## src/include/xdm_defs.svh

```systemverilog
// Constants of the external device monitor: register offsets, fields, reset values,
// diagnostic codes and response timing.
// Assumes a 125 MHz clock and a 32-bit register port addressed in bytes.
`ifndef XDM_DEFS_SVH
`define XDM_DEFS_SVH

// Clock and response timing
`define XDM_CLK_MHZ 125
`define XDM_RESP_TIME_MS 0
`define XDM_RESP_CYC_RAW (`XDM_RESP_TIME_MS * `XDM_CLK_MHZ * 1000)
`define XDM_RESP_CYC ((`XDM_RESP_CYC_RAW < 1) ? 1 : `XDM_RESP_CYC_RAW)
`define XDM_TMR_W 32

// Register offsets (byte addresses)
`define XDM_ADDR_W 8
`define XDM_OFS_CTRL 8'h00
`define XDM_OFS_LIMIT 8'h04
`define XDM_OFS_STATUS 8'h08
`define XDM_OFS_IRQ_STAT 8'h0C
`define XDM_OFS_IRQ_MASK 8'h10

// Control register fields and reset value
`define XDM_CTRL_AUTO_START 0
`define XDM_CTRL_RST 32'h0000_0000

// Status register fields
`define XDM_ST_READY 0
`define XDM_ST_ENABLE 1
`define XDM_ST_ERROR 2
`define XDM_ST_CODE_LO 16

// Interrupt event bits and reset values
`define XDM_IRQ_N 3
`define XDM_EV_ERROR 0
`define XDM_EV_ON 1
`define XDM_EV_OFF 2
`define XDM_IRQ_RST 3'h0

// Diagnostic codes
`define XDM_DC_IDLE 16'h0000
`define XDM_DC_INIT 16'h8001
`define XDM_DC_LOCK 16'h8002
`define XDM_DC_OFF 16'h8010
`define XDM_DC_ON 16'h8000
`define XDM_DC_FB1 16'hC010
`define XDM_DC_FB2 16'hC020
`define XDM_DC_FB3 16'hC030
`define XDM_DC_RST1 16'hC001
`define XDM_DC_RST21 16'hC011
`define XDM_DC_RST22 16'hC021
`define XDM_DC_RST23 16'hC031
`define XDM_DC_WIRE 16'hC002

`endif

```

## src/include/xdm_pkg.sv

```systemverilog
// Types of the external device monitor.
// Assumes nothing beyond a SystemVerilog compiler.
package xdm_pkg;

  // Usual path IDLE-INIT-LOCK-OFF-ON is Gray coded
  typedef enum logic [3:0] {
    XDM_IDLE = 4'h0,
    XDM_INIT = 4'h1,
    XDM_LOCK = 4'h3,
    XDM_OFF = 4'h2,
    XDM_ON = 4'h6,
    XDM_FB1 = 4'h7,
    XDM_FB2 = 4'h5,
    XDM_FB3 = 4'h4,
    XDM_RST1 = 4'hC,
    XDM_RST21 = 4'hD,
    XDM_RST22 = 4'hF,
    XDM_RST23 = 4'hE,
    XDM_WIRE = 4'hA
  } xdm_state_e;

  typedef logic [15:0] xdm_code_t;

endpackage

```

## src/include/xdm_tmr_if.sv

```systemverilog
// Carrier between the monitor core and its response timer.
// Assumes both ends run on the same clock.
`timescale 1ns/1ns
interface xdm_tmr_if #(
  parameter int W = 32
);
  logic run;
  logic [W-1:0] limit;
  logic expired;

  modport ctl (output run, output limit, input expired);
  modport tmr (input run, input limit, output expired);
endinterface

```

## src/logic/xdm_resp_timer.sv

```systemverilog
// Response timer: counts scans while run is high, flags when the limit is reached.
// Assumes run drops whenever the monitored window ends; the count restarts from zero.
`timescale 1ns/1ns
module xdm_resp_timer
  import xdm_pkg::*;
#(
  parameter int W = 32
)(
  input wire logic clk, // Scan clock
  input wire logic rst, // Asynchronous reset, active high
  xdm_tmr_if.tmr t // Run, limit and expiry
);

  logic [W-1:0] cnt;

  // Count scans in the window; saturate so a long stay never wraps into a false pass
  always_ff @(posedge clk or posedge rst)
  begin
    if (rst)
    begin
      cnt <= '0;
      t.expired <= 1'b0;
    end
    else if (!t.run)
    begin
      cnt <= '0;
      t.expired <= 1'b0;
    end
    else
    begin
      if (!t.expired)
      begin
        cnt <= cnt + 1'b1;
      end
      t.expired <= ((cnt + 1'b1) >= t.limit) || t.expired;
    end
  end

endmodule

```

## src/logic/xdm_monitor.sv

```systemverilog
// External device monitor: drives one actuator enable from a control request and
// checks the actuator's two feedback contacts before and after switching.
// Assumes all pins except rst are synchronous to clk; one clock edge is one controller scan.
`timescale 1ns/1ns
`include "xdm_defs.svh"

// Contract
// - Enable output TRUE switches actuator on
// - Both feedbacks at default before enabling
// - Switched feedback within limit, else error
// - Activate low returns to idle, top priority
// - Enter error on reset, feedback, wiring faults
// - Error holds output off, flags, shows code
// - Feedback error cleared by reset rising
// - Reset-signal error cleared by reset falling
// - Startup inhibit held until reset rises
// - Reset high at init gives C001
// - Reset with first feedback rise gives C011
// - Reset with second feedback rise gives C021
// - Reset with both feedbacks rising gives C031
// - Feedback TRUE means actuator at default
module xdm_monitor
  import xdm_pkg::*;
(
  input wire logic clk, // Scan clock, 125 MHz
  input wire logic rst, // Asynchronous reset, active high
  input wire logic activate, // Block enable
  input wire logic control_request_in, // Upstream request to switch on
  input wire logic feedback_first, // First contact, TRUE at default
  input wire logic feedback_second, // Second contact, TRUE at default
  input wire logic reset_in, // Operator acknowledge
  output logic ready, // Block active
  output logic actuator_enable_out, // Actuator drive
  output logic error_out, // Error state present
  output logic [15:0] diagnostic_code, // Current state code
  output logic irq, // Interrupt, level
  input wire logic [`XDM_ADDR_W-1:0] reg_addr, // Register byte address
  input wire logic [31:0] reg_wdata, // Write data
  input wire logic reg_wr, // Write strobe
  input wire logic reg_rd, // Read strobe
  output logic [31:0] reg_rdata // Read data, cycle after strobe
);

  xdm_state_e state;
  xdm_state_e next_state;
  logic [31:0] ctrl;
  logic [`XDM_TMR_W-1:0] limit;
  logic [`XDM_IRQ_N-1:0] irq_stat;
  logic [`XDM_IRQ_N-1:0] irq_mask;
  logic [`XDM_IRQ_N-1:0] ev;
  logic prev_reset;
  logic prev_fb1;
  logic prev_fb2;
  logic prev_ctrl;
  logic rst_rise;
  logic fb1_rise;
  logic fb2_rise;
  logic ctrl_rise;
  logic auto_start;
  logic at_default;
  logic switched;
  logic is_err;
  xdm_code_t next_code;

  xdm_tmr_if #(.W(`XDM_TMR_W)) tmr ();

  // Response timer runs only while the actuator is commanded on
  assign tmr.run = (state == XDM_ON);
  assign tmr.limit = limit;

  xdm_resp_timer #(.W(`XDM_TMR_W)) u_tmr (
    .clk(clk),
    .rst(rst),
    .t(tmr)
  );

  // Previous-scan copies for edge detection on the pins
  always_ff @(posedge clk or posedge rst)
  begin
    if (rst)
    begin
      prev_reset <= 1'b0;
      prev_fb1 <= 1'b1; // Contacts rest high, so no false rise follows reset
      prev_fb2 <= 1'b1;
      prev_ctrl <= 1'b0;
    end
    else
    begin
      prev_reset <= reset_in;
      prev_fb1 <= feedback_first;
      prev_fb2 <= feedback_second;
      prev_ctrl <= control_request_in;
    end
  end

  assign rst_rise = reset_in && !prev_reset;
  assign fb1_rise = feedback_first && !prev_fb1;
  assign fb2_rise = feedback_second && !prev_fb2;
  assign ctrl_rise = control_request_in && !prev_ctrl;
  assign auto_start = ctrl[`XDM_CTRL_AUTO_START];

  // A shared contact wired to both inputs simply makes both checks agree
  assign at_default = feedback_first && feedback_second;
  assign switched = !feedback_first && !feedback_second;

  // Next state; deactivation is checked first so it overrides everything
  always_comb
  begin
    next_state = state;
    if (!activate)
    begin
      next_state = XDM_IDLE;
    end
    else
    begin
      case (state)
        XDM_IDLE: next_state = XDM_INIT;
        XDM_INIT:
        begin
          // A reset already high here is stuck or miswired
          if (reset_in)
            next_state = XDM_RST1;
          else if (auto_start)
            next_state = XDM_OFF;
          else
            next_state = XDM_LOCK;
        end
        XDM_LOCK:
        begin
          if (rst_rise && ctrl_rise)
            next_state = XDM_WIRE;
          else if (rst_rise)
            next_state = XDM_OFF;
        end
        XDM_OFF:
        begin
          if (control_request_in && at_default)
            next_state = XDM_ON;
          else if (control_request_in && !feedback_first && !feedback_second)
            next_state = XDM_FB3;
          else if (control_request_in && !feedback_first)
            next_state = XDM_FB1;
          else if (control_request_in)
            next_state = XDM_FB2;
        end
        XDM_ON:
        begin
          if (!control_request_in)
            next_state = XDM_OFF;
          else if (tmr.expired && !switched)
          begin
            // Late or lost switching is judged per contact
            if (feedback_first && feedback_second)
              next_state = XDM_FB3;
            else if (feedback_first)
              next_state = XDM_FB1;
            else
              next_state = XDM_FB2;
          end
        end
        XDM_FB1:
        begin
          if (rst_rise && fb1_rise)
            next_state = XDM_RST21;
          else if (rst_rise)
            next_state = XDM_OFF;
        end
        XDM_FB2:
        begin
          if (rst_rise && fb2_rise)
            next_state = XDM_RST22;
          else if (rst_rise)
            next_state = XDM_OFF;
        end
        XDM_FB3:
        begin
          if (rst_rise && fb1_rise && fb2_rise)
            next_state = XDM_RST23;
          else if (rst_rise)
            next_state = XDM_OFF;
        end
        XDM_RST1: if (!reset_in) next_state = XDM_INIT;
        XDM_RST21: if (!reset_in) next_state = XDM_FB1;
        XDM_RST22: if (!reset_in) next_state = XDM_FB2;
        XDM_RST23: if (!reset_in) next_state = XDM_FB3;
        XDM_WIRE: if (!reset_in) next_state = XDM_LOCK;
        default: next_state = XDM_IDLE;
      endcase
    end
  end

  // Code shown for each state
  always_comb
  begin
    case (next_state)
      XDM_IDLE: next_code = `XDM_DC_IDLE;
      XDM_INIT: next_code = `XDM_DC_INIT;
      XDM_LOCK: next_code = `XDM_DC_LOCK;
      XDM_OFF: next_code = `XDM_DC_OFF;
      XDM_ON: next_code = `XDM_DC_ON;
      XDM_FB1: next_code = `XDM_DC_FB1;
      XDM_FB2: next_code = `XDM_DC_FB2;
      XDM_FB3: next_code = `XDM_DC_FB3;
      XDM_RST1: next_code = `XDM_DC_RST1;
      XDM_RST21: next_code = `XDM_DC_RST21;
      XDM_RST22: next_code = `XDM_DC_RST22;
      XDM_RST23: next_code = `XDM_DC_RST23;
      XDM_WIRE: next_code = `XDM_DC_WIRE;
      default: next_code = `XDM_DC_IDLE;
    endcase
  end

  assign is_err = next_code[15] && next_code[14];

  // State and the ready, enable, error and code outputs move together on one edge per scan
  always_ff @(posedge clk or posedge rst)
  begin
    if (rst)
    begin
      state <= XDM_IDLE;
      ready <= 1'b0;
      actuator_enable_out <= 1'b0;
      error_out <= 1'b0;
      diagnostic_code <= `XDM_DC_IDLE;
    end
    else
    begin
      state <= next_state;
      ready <= (next_state != XDM_IDLE);
      actuator_enable_out <= (next_state == XDM_ON);
      error_out <= is_err;
      diagnostic_code <= next_code;
    end
  end

  // Events: error entry, enable rise, enable fall
  assign ev[`XDM_EV_ERROR] = is_err && !error_out;
  assign ev[`XDM_EV_ON] = (next_state == XDM_ON) && !actuator_enable_out;
  assign ev[`XDM_EV_OFF] = (next_state != XDM_ON) && actuator_enable_out;

  // Configuration registers; limit never loads zero so the window is at least one scan
  always_ff @(posedge clk or posedge rst)
  begin
    if (rst)
    begin
      ctrl <= `XDM_CTRL_RST;
      limit <= `XDM_TMR_W'(`XDM_RESP_CYC);
      irq_mask <= `XDM_IRQ_RST;
    end
    else if (reg_wr)
    begin
      case (reg_addr)
        `XDM_OFS_CTRL: ctrl <= {31'h0000_0000, reg_wdata[`XDM_CTRL_AUTO_START]};
        `XDM_OFS_LIMIT: limit <= (reg_wdata == 32'h0000_0000) ? 32'h0000_0001 : reg_wdata;
        `XDM_OFS_IRQ_MASK: irq_mask <= reg_wdata[`XDM_IRQ_N-1:0];
        default: ;
      endcase
    end
  end

  // Sticky status; an event in the clearing cycle survives
  always_ff @(posedge clk or posedge rst)
  begin
    if (rst)
    begin
      irq_stat <= `XDM_IRQ_RST;
    end
    else if (reg_wr && (reg_addr == `XDM_OFS_IRQ_STAT))
    begin
      irq_stat <= (irq_stat & ~reg_wdata[`XDM_IRQ_N-1:0]) | ev;
    end
    else
    begin
      irq_stat <= irq_stat | ev;
    end
  end

  assign irq = |(irq_stat & irq_mask);

  // Read port: data valid only in the cycle after the strobe
  always_ff @(posedge clk or posedge rst)
  begin
    if (rst)
    begin
      reg_rdata <= 32'h0000_0000;
    end
    else if (reg_rd)
    begin
      case (reg_addr)
        `XDM_OFS_CTRL: reg_rdata <= ctrl;
        `XDM_OFS_LIMIT: reg_rdata <= limit;
        `XDM_OFS_STATUS: reg_rdata <= {diagnostic_code, 13'h0000, error_out, actuator_enable_out, ready};
        `XDM_OFS_IRQ_STAT: reg_rdata <= {29'h0000_0000, irq_stat};
        `XDM_OFS_IRQ_MASK: reg_rdata <= {29'h0000_0000, irq_mask};
        default: reg_rdata <= 32'h0000_0000;
      endcase
    end
    else
    begin
      reg_rdata <= 32'h0000_0000;
    end
  end
endmodule

```

## config.mk

```make
export PLATFORM = sky130hd
export DESIGN_NAME = xdm_monitor
export DESIGN_NICKNAME = d
export VERILOG_FILES = /design/src/include/xdm_pkg.sv /design/src/include/xdm_tmr_if.sv /design/src/logic/xdm_resp_timer.sv /design/src/logic/xdm_monitor.sv
export VERILOG_INCLUDE_DIRS = /design/src /design/src/include
export SDC_FILE = /design/constraint.sdc
export NUM_CORES = 1
export LEC_CHECK = 0
export BUFFER_PORTS_ARGS = -buffer_cell sky130_fd_sc_hd__buf_2
export CAP_MARGIN = 20
export CORE_MARGIN = 3
export CORE_UTILIZATION = 62
export DETAILED_ROUTE_END_ITERATION = 8
export GPL_ROUTABILITY_DRIVEN = 0
export PLACE_DENSITY = 0.84
export SLEW_MARGIN = 20
export SYNTH_ARGS = -nofsm -noshare
export SYNTH_HDL_FRONTEND = slang
export SYNTH_SLANG_ARGS = --single-unit
```

## constraint.sdc

```tcl
create_clock -name clk -period 10.1 [get_ports clk]
set_input_delay 1.01 -clock clk [delete_from_list [all_inputs] [get_ports clk]]
set_output_delay 1.01 -clock clk [all_outputs]
set_load 0.02 [all_outputs]
```

==> impl_metrics.py <==
metrics = {
    "power": {
        "power_frac_comb_pct": 15.3,
        "power.density_nw_per_um2": 171.1,
        "fin_total_pwr_mw": 1.323,
        "leakagePower_nw": 3.662,
        "seqPwrFrac_pct": 41.8,
        "p_sw_mw": 0.3701,
        "vdd_ir_drop_max_v": 0.0001384,
        "internal_power_mw": 0.9524,
        "p_sw_share_pct": 27.98,
        "p_clk_share_pct": 42.9,
    },
    "run_status": {
        "status": "complete, no violations",
    },
    "critical_path": {
        "endpoint_kind": "register",
        "crit_family": "simple AND/OR/NAND/NOR gates",
        "reg2reg_slack_ps": 6630,
        "critPathRequiredTime_ps": 10510,
        "arrival_ps": 3880,
        "timing.rr.end": "irq_stat[0]",
        "timing.critical_path.buf_inv": 1,
        "reg2reg_depth": 9,
        "cp-start-kind": "register",
        "cp_cell_sequence": "nor2b_1, nand2_2, a31oi_1, a2111oi_2, or2_2, inv_1, ha_1, mux2_2, a22o_1",
        "cp_slowest_stage_delay_ps": 610,
        "cp.depth": 9,
        "regToRegStartpoint": "state[1]",
        "cp_slowest_cell": "dfrtp_1",
        "criticalPathCategory": "register to register",
        "path_max_fanout": 35,
    },
    "logic_synthesis": {
        "ys_types": 71,
        "synth_area_leaders": "dfrtp_1 (44%), ha_1 (6.9%), mux2_2 (6.4%)",
        "postSynthAreaPerCell_um2": 10.17,
        "seq_area_frac_synth_pct": 45.24,
        "yosys.cell_count.top_type": "dfrtp_1",
        "yosys.area.top_type": "dfrtp_1",
        "yosys.area_share.simple_pct": 19.23,
        "synthFlopType": "dfrtp_1",
        "synth-edff-count": 0,
        "yosysTopAreaCellShare_pct": 44.06,
        "synth_top_family_by_area": "simple AND/OR/NAND/NOR gates",
        "postSynthRegisterBits": 121,
        "syn_area_um2": 6701,
        "synth_xor_area_share_pct": 7.972,
        "ys_warn_count": 0,
        "synth-adder-area-share_pct": 6.908,
        "synth_mux_area_share_pct": 6.684,
        "ys_async_sr_fraction_pct": 100.0,
        "synth_compound_area_share_pct": 8.234,
        "netlist_instances": 659,
        "yosys-top-cells-count": "dfrtp_1 (118), nor2_1 (68), inv_1 (45)",
    },
    "route": {
        "detail-route-antenna-nets": 0,
        "vias": 5345,
        "drc": 0,
        "wirelength_mm": 16.20,
        "avgRoutedWirePerCell_um": 18.16,
        "dr.pass1.iters": 7,
        "viasPerCell": 5.992,
        "drt_iter0_markers": 462,
    },
    "global_routing": {
        "grt_pass1_vias": 5390,
        "grt.total_usage_pct": 28.36,
        "antenna_found_initial": 0,
        "globalRouteOverflowTotal": 0,
        "grt_first_pass_wirelength_mm": 25.99,
        "grt_max_degree": 68,
    },
    "hold_path": {
        "hold_end": "limit[27]",
        "hold_depth": 1,
        "hold_path_class": "register to register",
        "min_from": "limit[27]",
    },
    "layout": {
        "multi_input_area_um2": 3326,
        "nets": 829,
        "areaGrowthSynthToFinish_pct": 15.31,
        "ff_latch_area_um2": 3032,
        "final_util_pct": 74.19,
        "antennaDiodeCount": 0,
        "final_cells": 892,
        "drive_above_1_share_pct": 24.21,
        "nFillCells": 732,
    },
    "floorplanning": {
        "die_w_um": 110.0,
        "initial_core_util_pct": 64.34,
        "num_rows": 37,
        "coreArea_um2": 10420,
        "pin_count": 101,
        "die_area_um2": 12090,
        "die_y_um": 110.0,
    },
    "clock_tree": {
        "clk_pin_slew_ps": 60,
        "cts_tree": "built",
        "max-clock-path-buffers": 2,
        "cts_made_buffers": 17,
        "post_cts_buffers": 0,
        "htree_levels": 4,
        "postCtsResizedCells": 0,
        "ctsRootBufferMaster": "clkbuf_8",
        "clk_latency_ps": 530,
        "cts_hold_buf": 0,
        "clock-sinks": 121,
    },
    "timing": {
        "hold_viol": 0,
        "fin_tns_setup_ps": 0,
        "post-route-min-period_ps": 3467,
        "tightest_slew_ps": 902.4,
        "drv_slew": 0,
        "fin_crit_sh_pct": 34.32,
        "max_freq_mhz": 288.5,
        "relSlewSlack_pct": 39.84,
        "setup_viol_count_final": 0,
        "fin_skew_ps": 9.899,
        "worst_hold_slack_ps": 508.8,
        "rsz0062_at_grt": "false",
    },
    "run": {
        "max_cap_violations": 0,
    },
    "placed_design": {
        "dp_cells": 860,
        "port_buffers": 90,
        "place_hpwl_mm": 11.26,
    },
}
layer usage:
metal / part of all wire (%) / global-route usage (%)
met1: 41 / 34.33
met2: 50 / 48.09
met5: 0 / 0
met4: 2.8 / 12.47
met3: 6.6 / 6.812
registers in the layout (all words and copies together), names as in the netlist:
| name | flops |
|---|---|
| ctrl | 1 |
| prev_fb1 | 1 |
| prev_reset | 1 |
| prev_ctrl | 1 |
| u_tmr.cnt | 32 |
| u_tmr.t.expired | 1 |
| irq_stat | 3 |
| diagnostic_code | 6 |
| error_out | 1 |
| irq_mask | 3 |
| reg_rdata | 32 |
| actuator_enable_out | 1 |
| limit | 32 |
| prev_fb2 | 1 |
| state | 4 |
| ready | 1 |
cells by family after synthesis:
| logic type | after synthesis |
|---|---|
| multiplexers | 40 |
| AO/OA/AOI/OAI | 78 |
| flip-flops | 121 |
| other | 1 |
| XOR/XNOR | 61 |
| AND/OR/NAND/NOR | 239 |
| buffers and inverters | 82 |
| adder cells (fa/ha/maj) | 37 |
worst register-to-register path, stage by stage (launching register included):
cell	delay (ps)
dfrtp_1	610
nor2b_1	390
nand2_2	480
a31oi_1	380
a2111oi_2	110
or2_2	360
inv_1	110
ha_1	290
mux2_2	390
a22o_1	230
per-stage QoR:
step / cell area [um^2] / worst slack (ps)
6_report: 7727 / 6633
5_1_grt: 7727 / 6486
4_1_cts: 7725 / 6280
3_5_place_dp: 7166 / 6348
3_3_place_gp: 7166 / 6536
2_1_floorplan: 6735 / 5881
power by group through the flow:
stage                     clock [mW]  combinational [mW]  sequential, mW
after floorplan                    0               0.140           0.555
after global placement             0               0.190           0.555
after detailed placement           0               0.199           0.557
after CTS                      0.573               0.202           0.550
after global routing           0.596               0.222           0.556
final                          0.567               0.203           0.552
worst max-delay path by stage:
stage	startpoint	endpoint	slack, ps
after floorplan	rst	actuator_enable_out	5880
after global placement	state[1]	irq_stat[0]	6540
after detailed placement	state[1]	irq_stat[0]	6350
after CTS	state[1]	irq_stat[0]	6280
after global routing	state[1]	irq_stat[0]	6490
final	state[1]	irq_stat[0]	6630
area by class of cell:
type,instances,area share [%]
flip-flops and latches,121,39.23
clock inverters,7,0.8420
well taps,136,2.202
clock buffers,25,6.396
repair buffers,92,6.023
inverters,46,2.267
multi-input cells,465,43.04
placed cells by master, fill, tap and decap left out, drive strengths merged, types with 21 or more instances in the layout:
| cell | instances |
|---|---|
| mux2 | 38 |
| nand2 | 37 |
| xnor2 | 34 |
| inv | 46 |
| nand4 | 21 |
| ha | 37 |
| buf | 92 |
| nor2 | 69 |
| nand3 | 28 |
| dfrtp | 118 |
| nor3 | 32 |
| xor2 | 27 |
| clkbuf | 25 |
(Power assumes the default switching activity.)
